$ cat src/bmu_pkg.sv
// Register map, field positions, reset values and states of the bus master unit
package bmu_pkg;

    // Register offsets on the plain register port
    localparam logic [15:0] BMU_EN_OFS  = 16'h4340;  // master_enable
    localparam logic [15:0] BMU_CTL_OFS = 16'h4342;  // master_control_status
    localparam logic [15:0] BMU_DAT_OFS = 16'h4344;  // master_data_and_ack
    localparam logic [15:0] BMU_IEN_OFS = 16'h4346;  // master_interrupt_enable

    // Field positions in master_enable
    localparam int BMU_EN_ON_BIT     = 0;   // master_on
    // Field positions in master_control_status
    localparam int BMU_CTL_START_BIT = 0;   // start_request
    localparam int BMU_CTL_STOP_BIT  = 1;   // stop_request
    localparam int BMU_CTL_FILT_BIT  = 4;   // input_filter_on
    localparam int BMU_CTL_TXACT_BIT = 8;   // tx_active_flag
    localparam int BMU_CTL_RXACT_BIT = 9;   // rx_active_flag
    // Field positions in master_data_and_ack
    localparam int BMU_DAT_BYTE_LSB  = 0;   // byte_field low bit
    localparam int BMU_DAT_BYTE_MSB  = 7;   // byte_field high bit
    localparam int BMU_DAT_ACK_BIT   = 8;   // ack_bit
    localparam int BMU_DAT_TXE_BIT   = 9;   // tx_execute
    localparam int BMU_DAT_RXE_BIT   = 10;  // rx_execute
    localparam int BMU_DAT_RDY_BIT   = 11;  // rx_byte_ready
    // Field positions in master_interrupt_enable
    localparam int BMU_IEN_TX_BIT    = 0;   // tx_empty_irq_enable
    localparam int BMU_IEN_RX_BIT    = 1;   // rx_full_irq_enable

    // Reset values
    localparam logic [15:0] BMU_REG_RST  = 16'h0000;  // All four registers
    localparam logic [15:0] BMU_RD_IDLE  = 16'h0000;  // Read data outside a read
    localparam logic [7:0]  BMU_BYTE_RST = 8'h00;     // byte_field after reset

    // Bit counts of one byte transfer: eight data slots then one response slot
    localparam logic [3:0] BMU_LAST_DATA = 4'h7;
    localparam logic [3:0] BMU_ACK_SLOT  = 4'h8;

    // Bus sequencer states
    typedef enum logic [3:0] {
        BMU_IDLE,       // Waiting for a falling bit clock edge
        BMU_BIT_LOW,    // Serial clock low, data bit set up
        BMU_BIT_HIGH,   // Serial clock released, awaiting sample point
        BMU_RS_LOW,     // Data released ahead of a (repeated) start
        BMU_RS_HIGH,    // Clock released, data about to fall
        BMU_ST_HOLD,    // Start seen on the wires, clock about to fall
        BMU_STOP_LOW,   // Data held low ahead of a stop
        BMU_STOP_HIGH   // Clock released, data about to rise
    } bmu_state_t;

endpackage : bmu_pkg

$ cat src/bmu_i2c_master.sv
// Byte oriented two-wire bus master with registers and a shared interrupt
//
// Design decision made here: the address-and-strobe port.
`timescale 1ns/10ps
`default_nettype none
// Operation
// [RL1] Tx-empty and rx-full share one interrupt line
// [RL2] Enabled tx cause fires on shift load
// [RL3] Data write clears tx cause; txe 0 sends nothing
// [RL4] Enabled rx cause fires on byte copy
// [RL5] Data read clears rx-full cause
// [RL6] Causes arise only during their own direction
// [RL7] Software infers cause from its current operation
// [RL8] Reserved bits read zero, written zero
// [RL9] master_on starts and stops the master
// [RL10] rx_active_flag high throughout a reception
// [RL11] tx_active_flag high throughout any transmission
// [RL12] input_filter_on filters pin inputs; slow clock
// [RL13] Stop waits for idle, no pending request
// [RL14] stop_request self-clears, bus becomes free
// [RL15] start_request makes start or repeated start
// [RL16] start_request self-clears, bus becomes busy
// [RL17] rx_byte_ready set on copy, cleared by read
// [RL18] rx_execute receives one byte, clears at D7
// [RL19] tx_execute sends byte, clears on shift load
// [RL20] Slave response stored in ack_bit after send
// [RL21] Preset ack_bit driven after each received byte
// [RL22] Transmit served before receive when both set
// [RL23] Nine clocks per byte, ninth is response
// [RL24] Transmit bits MSB first, change on falling edge
// [RL25] Interrupt level is gated tx OR gated rx
module bmu_i2c_master
    import bmu_pkg::*;
(
    input  wire logic        sys_clk,     // Peripheral clock, 40 MHz
    input  wire logic        rst_n,       // Synchronous reset, active low
    input  wire logic [15:0] reg_addr,    // Register byte address
    input  wire logic [15:0] reg_wdata,   // Register write data
    input  wire logic        reg_wr,      // Write strobe, one cycle
    input  wire logic        reg_rd,      // Read strobe, one cycle
    output logic      [15:0] reg_rdata,   // Read data, cycle after the strobe
    input  wire logic        bit_clk,     // Bit clock from the external timer
    input  wire logic        scl_in,      // serial_clock_pin level seen
    output logic             scl_out,     // serial_clock_pin drive level
    output logic             scl_oe,      // serial_clock_pin drive enable
    input  wire logic        sda_in,      // serial_data_pin level seen
    output logic             sda_out,     // serial_data_pin drive level
    output logic             sda_oe,      // serial_data_pin drive enable
    output logic             irq          // Shared request to interrupt_controller
);

    // Every flip-flop of the block
    typedef struct packed {
        bmu_state_t  st;        // Sequencer state
        logic [2:0]  sy1;       // First sync stage: sda, scl, bit clock
        logic [2:0]  sy2;       // Second sync stage
        logic        bclk_prev; // Bit clock one cycle ago, for edges
        logic [1:0]  h1;        // Filter history one: sda, scl
        logic [1:0]  h2;        // Filter history two
        logic [1:0]  flt;       // Pin levels as the sequencer sees them
        logic        en;        // master_on
        logic        filt;      // input_filter_on
        logic        start_request;      // start_request
        logic        stop_request;       // stop_request
        logic        busy;      // Bus held between start and stop
        logic        tx_act;    // tx_active_flag
        logic        rx_act;    // rx_active_flag
        logic [7:0]  byte_f;    // byte_field
        logic [7:0]  shreg;     // Shift register
        logic        ack;       // ack_bit
        logic        tx_execute;       // tx_execute
        logic        rx_execute;       // rx_execute
        logic        rdy;       // rx_byte_ready, also the rx-full cause
        logic        tx_cause;  // Transmit buffer empty cause
        logic        tie;       // tx_empty_irq_enable
        logic        rie;       // rx_full_irq_enable
        logic        dir_rx;    // Current byte is a reception
        logic [3:0]  cnt;       // Bit slot within the byte
        logic        scl_oe;    // Clock pulled low
        logic        sda_oe;    // Data pulled low
        logic        irq;       // Registered interrupt level
        logic [15:0] rdata;     // Registered read data
    } bmu_regs_t;

    bmu_regs_t q_q;   // Current state
    bmu_regs_t q_d;   // Next state
    logic      rise;  // Bit clock rising edge seen
    logic      fall;  // Bit clock falling edge seen
    logic      tx_set; // Transmit cause raised this cycle
    logic      rx_set; // Receive byte copied this cycle

    // Edges of the synchronised bit clock
    assign rise = q_q.sy2[0] & ~q_q.bclk_prev;
    assign fall = ~q_q.sy2[0] & q_q.bclk_prev;

    // Next-state logic for the whole block
    always_comb begin
        q_d    = q_q;
        tx_set = 1'b0;
        rx_set = 1'b0;
        // Pin inputs and bit clock cross in through two stages
        q_d.sy1       = {sda_in, scl_in, bit_clk};
        q_d.sy2       = q_q.sy1;
        q_d.bclk_prev = q_q.sy2[0];
        // Filter wants three equal samples; needs bit clock at most 1/12 sys_clk
        for (int i = 0; i < 2; i++) begin
            q_d.h1[i] = q_q.sy2[i+1];
            q_d.h2[i] = q_q.h1[i];
            if (!q_q.filt) begin
                q_d.flt[i] = q_q.sy2[i+1];
            end else if (q_q.sy2[i+1] == q_q.h1[i] && q_q.h1[i] == q_q.h2[i]) begin // RL12
                q_d.flt[i] = q_q.h1[i];
            end
        end

        if (!q_q.en) begin
            // Disabled: sequencer parked, both wires released
            q_d.st     = BMU_IDLE; // RL9
            q_d.busy   = 1'b0;
            q_d.tx_act = 1'b0;
            q_d.rx_act = 1'b0;
            q_d.scl_oe = 1'b0;
            q_d.sda_oe = 1'b0;
            q_d.cnt    = 4'h0;
        end else begin
            case (q_q.st)
                BMU_IDLE: begin
                    // New work is chosen only on a falling bit clock edge
                    if (fall) begin
                        if (q_q.busy && q_q.tx_execute) begin
                            // Transmit first when both execute bits stand
                            q_d.shreg    = q_q.byte_f; // RL22
                            q_d.tx_execute      = 1'b0;       // RL19
                            q_d.tx_cause = 1'b1;       // RL2
                            tx_set       = 1'b1;
                            q_d.tx_act   = 1'b1;       // RL11
                            q_d.dir_rx   = 1'b0;
                            q_d.cnt      = 4'h0;
                            q_d.sda_oe   = ~q_q.byte_f[7]; // RL24
                            q_d.st       = BMU_BIT_LOW;
                        end else if (q_q.busy && q_q.rx_execute) begin
                            // Reception: data line left to the slave
                            q_d.rx_act = 1'b1; // RL10
                            q_d.dir_rx = 1'b1;
                            q_d.cnt    = 4'h0;
                            q_d.sda_oe = 1'b0;
                            q_d.st     = BMU_BIT_LOW;
                        end else if (q_q.start_request) begin
                            // Release data first so a repeated start can fall
                            q_d.sda_oe = 1'b0; // RL15
                            q_d.st     = BMU_RS_LOW;
                        end else if (q_q.stop_request && q_q.busy) begin
                            // Reached only with no execute or start pending
                            q_d.sda_oe = 1'b1; // RL13
                            q_d.st     = BMU_STOP_LOW;
                        end else if (q_q.stop_request) begin
                            // Stop on a free bus has nothing to do
                            q_d.stop_request = 1'b0;
                        end
                    end
                end
                BMU_BIT_LOW: begin
                    // Release the clock for the slot's high phase
                    if (rise) begin
                        q_d.scl_oe = 1'b0;
                        q_d.st     = BMU_BIT_HIGH;
                    end
                end
                BMU_BIT_HIGH: begin
                    // A slave stretching the clock holds us here
                    if (fall && q_q.flt[0]) begin
                        q_d.scl_oe = 1'b1;
                        q_d.cnt    = q_q.cnt + 4'h1;
                        q_d.st     = BMU_BIT_LOW;
                        if (q_q.cnt == BMU_ACK_SLOT) begin
                            // Ninth slot over: byte complete
                            if (!q_q.dir_rx) begin
                                q_d.ack = q_q.flt[1]; // RL20
                            end
                            q_d.tx_act = 1'b0; // RL11
                            q_d.rx_act = 1'b0; // RL10
                            q_d.sda_oe = 1'b0;
                            q_d.cnt    = 4'h0;
                            q_d.st     = BMU_IDLE; // RL23
                        end else if (q_q.dir_rx) begin
                            q_d.shreg = {q_q.shreg[6:0], q_q.flt[1]};
                            if (q_q.cnt == 4'h0) begin
                                q_d.rx_execute = 1'b0; // RL18
                            end
                            if (q_q.cnt == BMU_LAST_DATA) begin
                                // Byte complete: copy, flag, send preset response
                                q_d.byte_f = {q_q.shreg[6:0], q_q.flt[1]};
                                q_d.rdy    = 1'b1;     // RL4
                                rx_set     = 1'b1;     // RL17
                                q_d.sda_oe = ~q_q.ack; // RL21
                            end
                        end else begin
                            q_d.shreg = {q_q.shreg[6:0], 1'b0};
                            // Last data bit done: float data for the response
                            if (q_q.cnt == BMU_LAST_DATA) begin
                                q_d.sda_oe = 1'b0; // RL23
                            end else begin
                                q_d.sda_oe = ~q_q.shreg[6]; // RL24
                            end
                        end
                    end
                end
                BMU_RS_LOW: begin
                    // Clock released with data high
                    if (rise) begin
                        q_d.scl_oe = 1'b0;
                        q_d.st     = BMU_RS_HIGH;
                    end
                end
                BMU_RS_HIGH: begin
                    // Data falls while the clock is seen high
                    if (fall && q_q.flt[0] && q_q.flt[1]) begin
                        q_d.sda_oe = 1'b1; // RL15
                        q_d.st     = BMU_ST_HOLD;
                    end
                end
                BMU_ST_HOLD: begin
                    // Start made: pull the clock and own the bus
                    if (rise) begin
                        q_d.scl_oe = 1'b1;
                        q_d.start_request   = 1'b0; // RL16
                        q_d.busy   = 1'b1; // RL16
                        q_d.st     = BMU_IDLE;
                    end
                end
                BMU_STOP_LOW: begin
                    // Clock released with data still low
                    if (rise) begin
                        q_d.scl_oe = 1'b0;
                        q_d.st     = BMU_STOP_HIGH;
                    end
                end
                BMU_STOP_HIGH: begin
                    // Data rises while the clock is seen high
                    if (fall && q_q.flt[0]) begin
                        q_d.sda_oe = 1'b0; // RL13
                        q_d.stop_request    = 1'b0; // RL14
                        q_d.busy   = 1'b0; // RL14
                        q_d.st     = BMU_IDLE;
                    end
                end
                default: begin
                    q_d.st = BMU_IDLE;
                end
            endcase
        end

        // Register writes; a hardware set this cycle beats a clear
        if (reg_wr) begin
            case (reg_addr)
                BMU_EN_OFS: begin
                    q_d.en = reg_wdata[BMU_EN_ON_BIT]; // RL9
                end
                BMU_CTL_OFS: begin
                    q_d.filt = reg_wdata[BMU_CTL_FILT_BIT];  // RL12
                    q_d.stop_request  = reg_wdata[BMU_CTL_STOP_BIT];
                    q_d.start_request = reg_wdata[BMU_CTL_START_BIT];
                end
                BMU_DAT_OFS: begin
                    // A received byte landing now is kept over the write
                    if (!rx_set) begin
                        q_d.byte_f = reg_wdata[BMU_DAT_BYTE_MSB:BMU_DAT_BYTE_LSB];
                    end
                    q_d.ack = reg_wdata[BMU_DAT_ACK_BIT];
                    q_d.tx_execute = reg_wdata[BMU_DAT_TXE_BIT];
                    q_d.rx_execute = reg_wdata[BMU_DAT_RXE_BIT];
                    if (!tx_set) begin
                        q_d.tx_cause = 1'b0; // RL3
                    end
                end
                BMU_IEN_OFS: begin
                    q_d.tie = reg_wdata[BMU_IEN_TX_BIT];
                    q_d.rie = reg_wdata[BMU_IEN_RX_BIT];
                end
                default: begin
                    // Unmapped writes are ignored
                end
            endcase
        end

        // Register reads; reserved and unmapped bits read zero
        q_d.rdata = BMU_RD_IDLE; // RL8
        if (reg_rd) begin
            case (reg_addr)
                BMU_EN_OFS: begin
                    q_d.rdata[BMU_EN_ON_BIT] = q_q.en;
                end
                BMU_CTL_OFS: begin
                    q_d.rdata[BMU_CTL_START_BIT] = q_q.start_request;
                    q_d.rdata[BMU_CTL_STOP_BIT]  = q_q.stop_request;
                    q_d.rdata[BMU_CTL_FILT_BIT]  = q_q.filt;
                    q_d.rdata[BMU_CTL_TXACT_BIT] = q_q.tx_act;
                    q_d.rdata[BMU_CTL_RXACT_BIT] = q_q.rx_act;
                end
                BMU_DAT_OFS: begin
                    q_d.rdata[BMU_DAT_BYTE_MSB:BMU_DAT_BYTE_LSB] = q_q.byte_f;
                    q_d.rdata[BMU_DAT_ACK_BIT] = q_q.ack;
                    q_d.rdata[BMU_DAT_TXE_BIT] = q_q.tx_execute;
                    q_d.rdata[BMU_DAT_RXE_BIT] = q_q.rx_execute;
                    q_d.rdata[BMU_DAT_RDY_BIT] = q_q.rdy;
                    if (!rx_set) begin
                        q_d.rdy = 1'b0; // RL5
                    end
                end
                BMU_IEN_OFS: begin
                    q_d.rdata[BMU_IEN_TX_BIT] = q_q.tie;
                    q_d.rdata[BMU_IEN_RX_BIT] = q_q.rie;
                end
                default: begin
                    // Unmapped reads return zero
                end
            endcase
        end

        // One level for both causes, each behind its own enable
        q_d.irq = (q_d.tx_cause & q_d.tie) | (q_d.rdy & q_d.rie); // RL1 RL25
    end

    // State register; zero is the idle state and every register's reset value
    always_ff @(posedge sys_clk) begin
        if (!rst_n) begin
            q_q <= bmu_regs_t'(BMU_REG_RST);
        end else begin
            q_q <= q_d;
        end
    end

    // Outputs straight from flip-flops, drive levels tied low; pins are open drain, low only
    assign reg_rdata = q_q.rdata;
    assign scl_oe    = q_q.scl_oe;
    assign sda_oe    = q_q.sda_oe;
    assign scl_out   = 1'b0;
    assign sda_out   = 1'b0;
    assign irq       = q_q.irq;
endmodule : bmu_i2c_master
`default_nettype wire

$ cat config.mk
export PLATFORM = sky130hd
export DESIGN_NAME = bmu_i2c_master
export DESIGN_NICKNAME = d
export VERILOG_FILES = /design/src/bmu_pkg.sv /design/src/bmu_i2c_master.sv
export SDC_FILE = /design/constraint.sdc
export NUM_CORES = 1
export LEC_CHECK = 0
export ABC_CLOCK_PERIOD_IN_PS = 5500
export BUFFER_PORTS_ARGS = -buffer_cell sky130_fd_sc_hd__buf_2
export CORE_UTILIZATION = 25
export CTS_CLUSTER_SIZE = 30
export DETAILED_ROUTE_END_ITERATION = 10
export PLACE_DENSITY_LB_ADDON = 0.08
export SLEW_MARGIN = 30
export SYNTH_ARGS = -nofsm -noshare
export SYNTH_HDL_FRONTEND = slang
export SYNTH_SLANG_ARGS = --single-unit
$ cat constraint.sdc
create_clock -name sys_clk -period 5.5 [get_ports sys_clk]
set_input_delay 1.1 -clock sys_clk [delete_from_list [all_inputs] [get_ports sys_clk]]
set_output_delay 1.1 -clock sys_clk [all_outputs]
set_load 0.03 [all_outputs]
==> impl_metrics.toml, run 1 <==
[status]
status = "complete, no violations"

[min_path]
worstHoldPathCells = 1
hold_path.startpoint = "q_d[63]"
hold_class = "reg2reg"
hold_end = "q_d[59]"

[layout]
utilization_pct = 30.62
antennaDiodeCount = 0
post-route-cell-area_um2 = 3709
drive_gt1_share_pct = 21.79
area_growth_pct = 18.80
nNetsFinal = 426

[worst_setup_path]
path_class = "in2reg"
reg2regPathDepth = 5
crit_path_max_fanout = 12
worstReg2RegStart = "q_q[68]"
reg2reg_to = "q_q[27]"
cp_num_buf_inv = 1
max_stage_delay_ns = 0.64
path_cells = "buf_2 -> or4b_4 -> nor4_1 -> nand3_1 -> mux2i_1 -> a211oi_1"
crit_family = "simple AND/OR/NAND/NOR gates"
arrival_ns = 3.27
crit_path_end_kind = "flop"
start_kind = "primary input"
crit_required_ns = 5.73
reg2reg_slack_ns = 2.72
critPathSlowestCell = "nand3_1"

[global_routing]
grt_pass1_vias = 2432
grt.total_usage_pct = 13.33
grt_pass1_wl_mm = 12.97
antenna_found_initial = 0
overflow = 0
grt_max_degree = 26

[clocking]
hold_buffers = 0
post_cts_buffers = 0
ctsLongestPathBuffers = 2
htreeDepth = 3
clock-sinks = 65
worstSkewPairLatency_ns = 0.33
clk_pin_slew_worst_paths_ns = 0.06
cts_tree = "yes"
cts_resized = 0
cts_buffers = 9
cts-root-buf = "clkbuf_16"

[floorplan]
die_w_um = 113.7
die_area_um2 = 12940
row_count = 40
initial_utilization_pct = 25.77
ioPinCount = 60
design.core.area_um2 = 12110
fp.dieH_um = 113.7

[timing]
slew_headroom_pct = 41.08
worst_pin_slew_ns = 0.8828
rsz0062_at_grt = "false"
fmax_mhz = 328.8
finalMaxSlewViolations = 0
hold_viol_final = 0
finClkSkew_ns = 0.009148
fin_crit_sh_pct = 55.30
setup-tns-final_ns = 0
min_period_ns = 3.042
whs_ns = 0.4338
setup_viol = 0

[power_and_ir_drop]
irDropWorstVdd_mv = 0.1558
p_total_mw = 1.107
powerDensity_nw_per_um2 = 298.5
power_leakage_nw = 1.421

[yosys]
synth_async_sr_flop_share_pct = 0
ys_top_cells_by_area = "dfxtp_1 (42%), buf_4 (4.6%), nor2_1 (4.6%), mux2i_1 (4.5%), a211oi_1 (3.8%)"
ys_seq_area_share_pct = 41.68
syn_avg_cell_area_um2 = 8.843
ys.flop_type = "dfxtp_1"
ys_warn_count = 0
synthDistinctLibCells = 56
synth_edf_count = 0
synth_area_leader_cell = "dfxtp_1"
synth_top_area_share_pct = 41.68
syn_inst = 353
synth_area_um2 = 3122
ys_ff_latch = 65

[route]
drc = 0
ant_nets = 0
drt_iter0_markers = 144
wl_per_cell_um = 14.54
dr.pass1.iters = 4
detail_route.wirelength_mm = 8.115
dr_total_vias = 2575
via_per_inst = 4.615

[placement]
io_buffer_count = 48
placed_area_um2 = 3385
hpwl_mm = 5.679
gp_congestion = 0.7472

[flow_run]
cap_violations = 0
## stage by stage
stage               cells  worst slack (ns)
global route          558             2.312
floorplan             358             2.681
CTS                   557             2.474
detailed placement    541             2.137
finish                558             2.458
global placement      541             2.107
## cell type report
cell class                 instances  area [um2]
sequential                        65        1301
timing repair buffer              49       247.7
inverter                          10       37.54
clock inverter                     4       50.05
tap                              168       210.2
clock buffer                      12       266.5
multi-input combinational        250        1595
fill                            1353        8403
## synthesized netlist by cell type (10+ instances only)
master / n
a21oi_1: 22
nand2_1: 32
a22oi_1: 10
a211oi_1: 16
clkbuf_1: 12
dfxtp_1: 65
inv_1: 10
mux2i_1: 14
nor2_1: 38
o21ai_0: 14
buf_4: 19
and2_1: 18
## routing by layer
| layer | part of all wire [%] | global-route usage (%) | routed length (um) |
|---|---|---|---|
| met1 | 50 | 17.59 | 4059 |
| met2 | 45 | 20.61 | 3659 |
| met3 | 3.4 | 3.613 | 278 |
| met4 | 1.5 | 5.263 | 118 |
| met5 | 0 | 0 | 0 |
## placed cells by master (no fill, tap or decap), types with 5 or more instances in the layout
cell type / synthesis / final
nor2_1: 38 / 38
dfxtp_1: 65 / 65
o21a_1: 5 / 5
o21ai_0: 14 / 14
nand2_1: 32 / 32
conb_1: 1 / 6
a22oi_1: 10 / 10
mux2i_1: 14 / 14
buf_2: 1 / 48
inv_1: 10 / 10
nand3_1: 6 / 6
a21oi_1: 22 / 22
nand3b_1: 6 / 6
nor2b_1: 6 / 6
clkbuf_16: 0 / 9
a211oi_1: 16 / 16
and2_1: 18 / 18
## registers in the layout (all words and copies together), names as in the netlist
register and cells:
q_d 8, sda_oe 1, scl_oe 1, reg_rdata 12
q_q 42, irq 1
## how the worst max path moves through the flow
stage	startpoint	endpoint	slack [ns]	depth (start not counted)
floorplan	reg_addr[0]	irq	2.68	5
global placement	reg_addr[0]	q_q[41]	2.11	6
detailed placement	reg_addr[0]	q_q[40]	2.14	6
CTS	reg_addr[0]	q_q[40]	2.47	6
global route	reg_addr[0]	q_q[39]	2.31	6
finish	reg_addr[0]	q_q[42]	2.46	6
## worst register-to-register path, stage by stage (launching register included)
cell and delay, ns:
dfxtp_1 0.59, nor3b_2 0.42, and3_1 0.59, nand4_2 0.54
o21ai_0 0.39, and2_1 0.19
## where the power goes
group          switching [mW]  internal, mW  total [mW]
sequential            0.00202         0.474       0.476
combinational          0.0216        0.0146      0.0362
clock                   0.208         0.387       0.594
total                   0.231         0.876        1.11
## cell families after synthesis
group | after synthesis | share of synthesized area, %
and+or+nand+nor | 138 | 24.81
AOI/OAI and AO/OA | 88 | 19.20
DFF | 65 | 41.68
buffers and inverters | 43 | 7.816
muxes | 16 | 5.571
adders and majority gates | 2 | 0.8015
other | 1 | 0.1201
Power figures use the tool's default switching activity.
==> run 2, diff against run 1 <==
ABC_CLOCK_PERIOD_IN_PS = 2900   (was 5500)
clock period = 2.9 ns   (was 5.5 ns; I/O delays follow)
==> impl_metrics.toml, run 2 (synthesized netlist as in run 1, its figures left out) <==
[timing]
hold_viol_final = 0
finalMaxSlewViolations = 0
rsz0062_at_grt = "false"
fmax_mhz = 457.4
finClkSkew_ns = 0.007620
min_period_ns = 2.186
slew_headroom_pct = 40.48
worst_pin_slew_ns = 0.8918
fin_crit_sh_pct = 75.38
setup-tns-final_ns = 0
setup_viol = 0

[layout]
layout_commonest_cell = "dfxtp_1"
final_cell_mix = "dfxtp_1 (65), buf_2 (48), nor2_1 (38)"
top_register = "q_q"
nNetsFinal = 429
antennaDiodeCount = 0
area_growth_pct = 17.43
largest_register_ffs = 42
drive_gt1_share_pct = 21.74

[worst_setup_path]
arrival_ns = 2.42
start_kind = "flop"
crit_path_max_fanout = 14
crit_path_end_kind = "flop"
crit_required_ns = 3.13
path_class = "reg2reg"

[placement]
hpwl_mm = 5.801
gp_congestion = 0.7513
io_buffer_count = 48

[global_routing]
overflow = 0
grt_pass1_wl_mm = 13.26
grt_max_degree = 26
grt.total_usage_pct = 13.61
grt_pass1_vias = 2493
antenna_found_initial = 0

[route]
wl_per_cell_um = 14.54
dr_total_vias = 2551
detail_route.wirelength_mm = 8.127
ant_nets = 0
drt_iter0_markers = 116
via_per_inst = 4.564
drc = 0
dr.pass1.iters = 4

[floorplan]
row_count = 40
initial_utilization_pct = 25.77
design.core.area_um2 = 12110
ioPinCount = 60
die_w_um = 113.7
die_area_um2 = 12940
fp.dieH_um = 113.7

[power_and_ir_drop]
clkPwrFrac_pct = 49.4
power_switching_share_pct = 22.48
switchingPower_uw = 432.4
combPwrFrac_pct = 3.6
powerDensity_nw_per_um2 = 524.7
irDropWorstVdd_mv = 0.2366
p_total_mw = 1.923
internal_power_mw = 1.491
power_frac_seq_pct = 47.0
power_leakage_nw = 1.409

[clocking]
cts_tree = "yes"
clock-sinks = 65
ctsLongestPathBuffers = 2
clk_pin_slew_worst_paths_ns = 0.05
cts-root-buf = "clkbuf_16"
cts_resized = 0
worstSkewPairLatency_ns = 0.33
post_cts_buffers = 0
htreeDepth = 3
hold_buffers = 0
cts_buffers = 9

[flow_run]
cap_violations = 0

[min_path]
hold_class = "reg2reg"

[status]
status = "complete, no violations"
[run 2: cell types whose count changed in the layout (fill, tap and decap cells not counted)]
| cell | before | now |
|---|---|---|
| buf_4 | 0 | 4 |
| clkbuf_8 | 3 | 0 |
| clkinv_2 | 1 | 3 |
| bufinv_16 | 1 | 0 |
| clkbuf_1 | 0 | 1 |
| clkbuf_4 | 1 | 0 |
| clkinvlp_4 | 2 | 1 |
[run 2: worst paths after layout]
check	start	to	slack (ns)	cells past startpoint
worst max register to register	q_q[68]	q_q[37]	0.71	6
worst min-delay path	q_d[61]	q_d[60]	0.43	1
worst min register to register	q_d[61]	q_d[60]	0.43	1
worst max-delay path	q_q[68]	q_q[37]	0.71	6
[run 2: area by class of cell]
cell class                 count  area, um2
fill                        1382       8446
multi-input combinational    250       1595
sequential                    65       1301
timing repair buffer          52      270.3
clock buffer                  10      229.0
tap                          168      210.2
inverter                      10      37.54
clock inverter                 4      22.52
[run 2: metal layers]
metal	up-vias	wire length, um	track usage, %
met4	0	116	5.000
met2	51	3642	20.89
met3	8	262	3.773
met5	-	0	0
li1	1306	-	-
met1	1186	4105	18.19
[run 2: power groups by stage]
stage	clock network [mW]	registers, mW	logic, mW
2_1_floorplan	0	0.921	0.0429
3_3_place_gp	0	0.923	0.0693
3_5_place_dp	0	0.923	0.0699
4_1_cts	0.983	0.904	0.0704
5_1_grt	1.01	0.904	0.0761
6_report	0.951	0.904	0.0688
[run 2: stage by stage]
| step | worst slack (ns) | hold slack, ns | instance area, um2 | std cells | util (%) |
|---|---|---|---|---|---|
| after global placement | 0.3834 | 0.4155 | 3415 | 545 | 28.19 |
| after detailed placement | 0.3801 | 0.4179 | 3415 | 545 | 28.19 |
| after CTS | 0.7074 | 0.4294 | 3666 | 559 | 30.27 |
| final | 0.7139 | 0.4276 | 3666 | 559 | 30.27 |
| after floorplan | 0.6010 | 0.4119 | 3141 | 358 | - |
| after global routing | 0.4615 | 0.4437 | 3666 | 559 | 30.27 |
[run 2: worst max-delay path, stage by stage (launching register included)]
cell and delay [ns]:
dfxtp_1 0.58, nor3b_2 0.41, nand2_1 0.25, a221oi_2 0.33
buf_4 0.24, nor2_1 0.06, a211oi_1 0.21
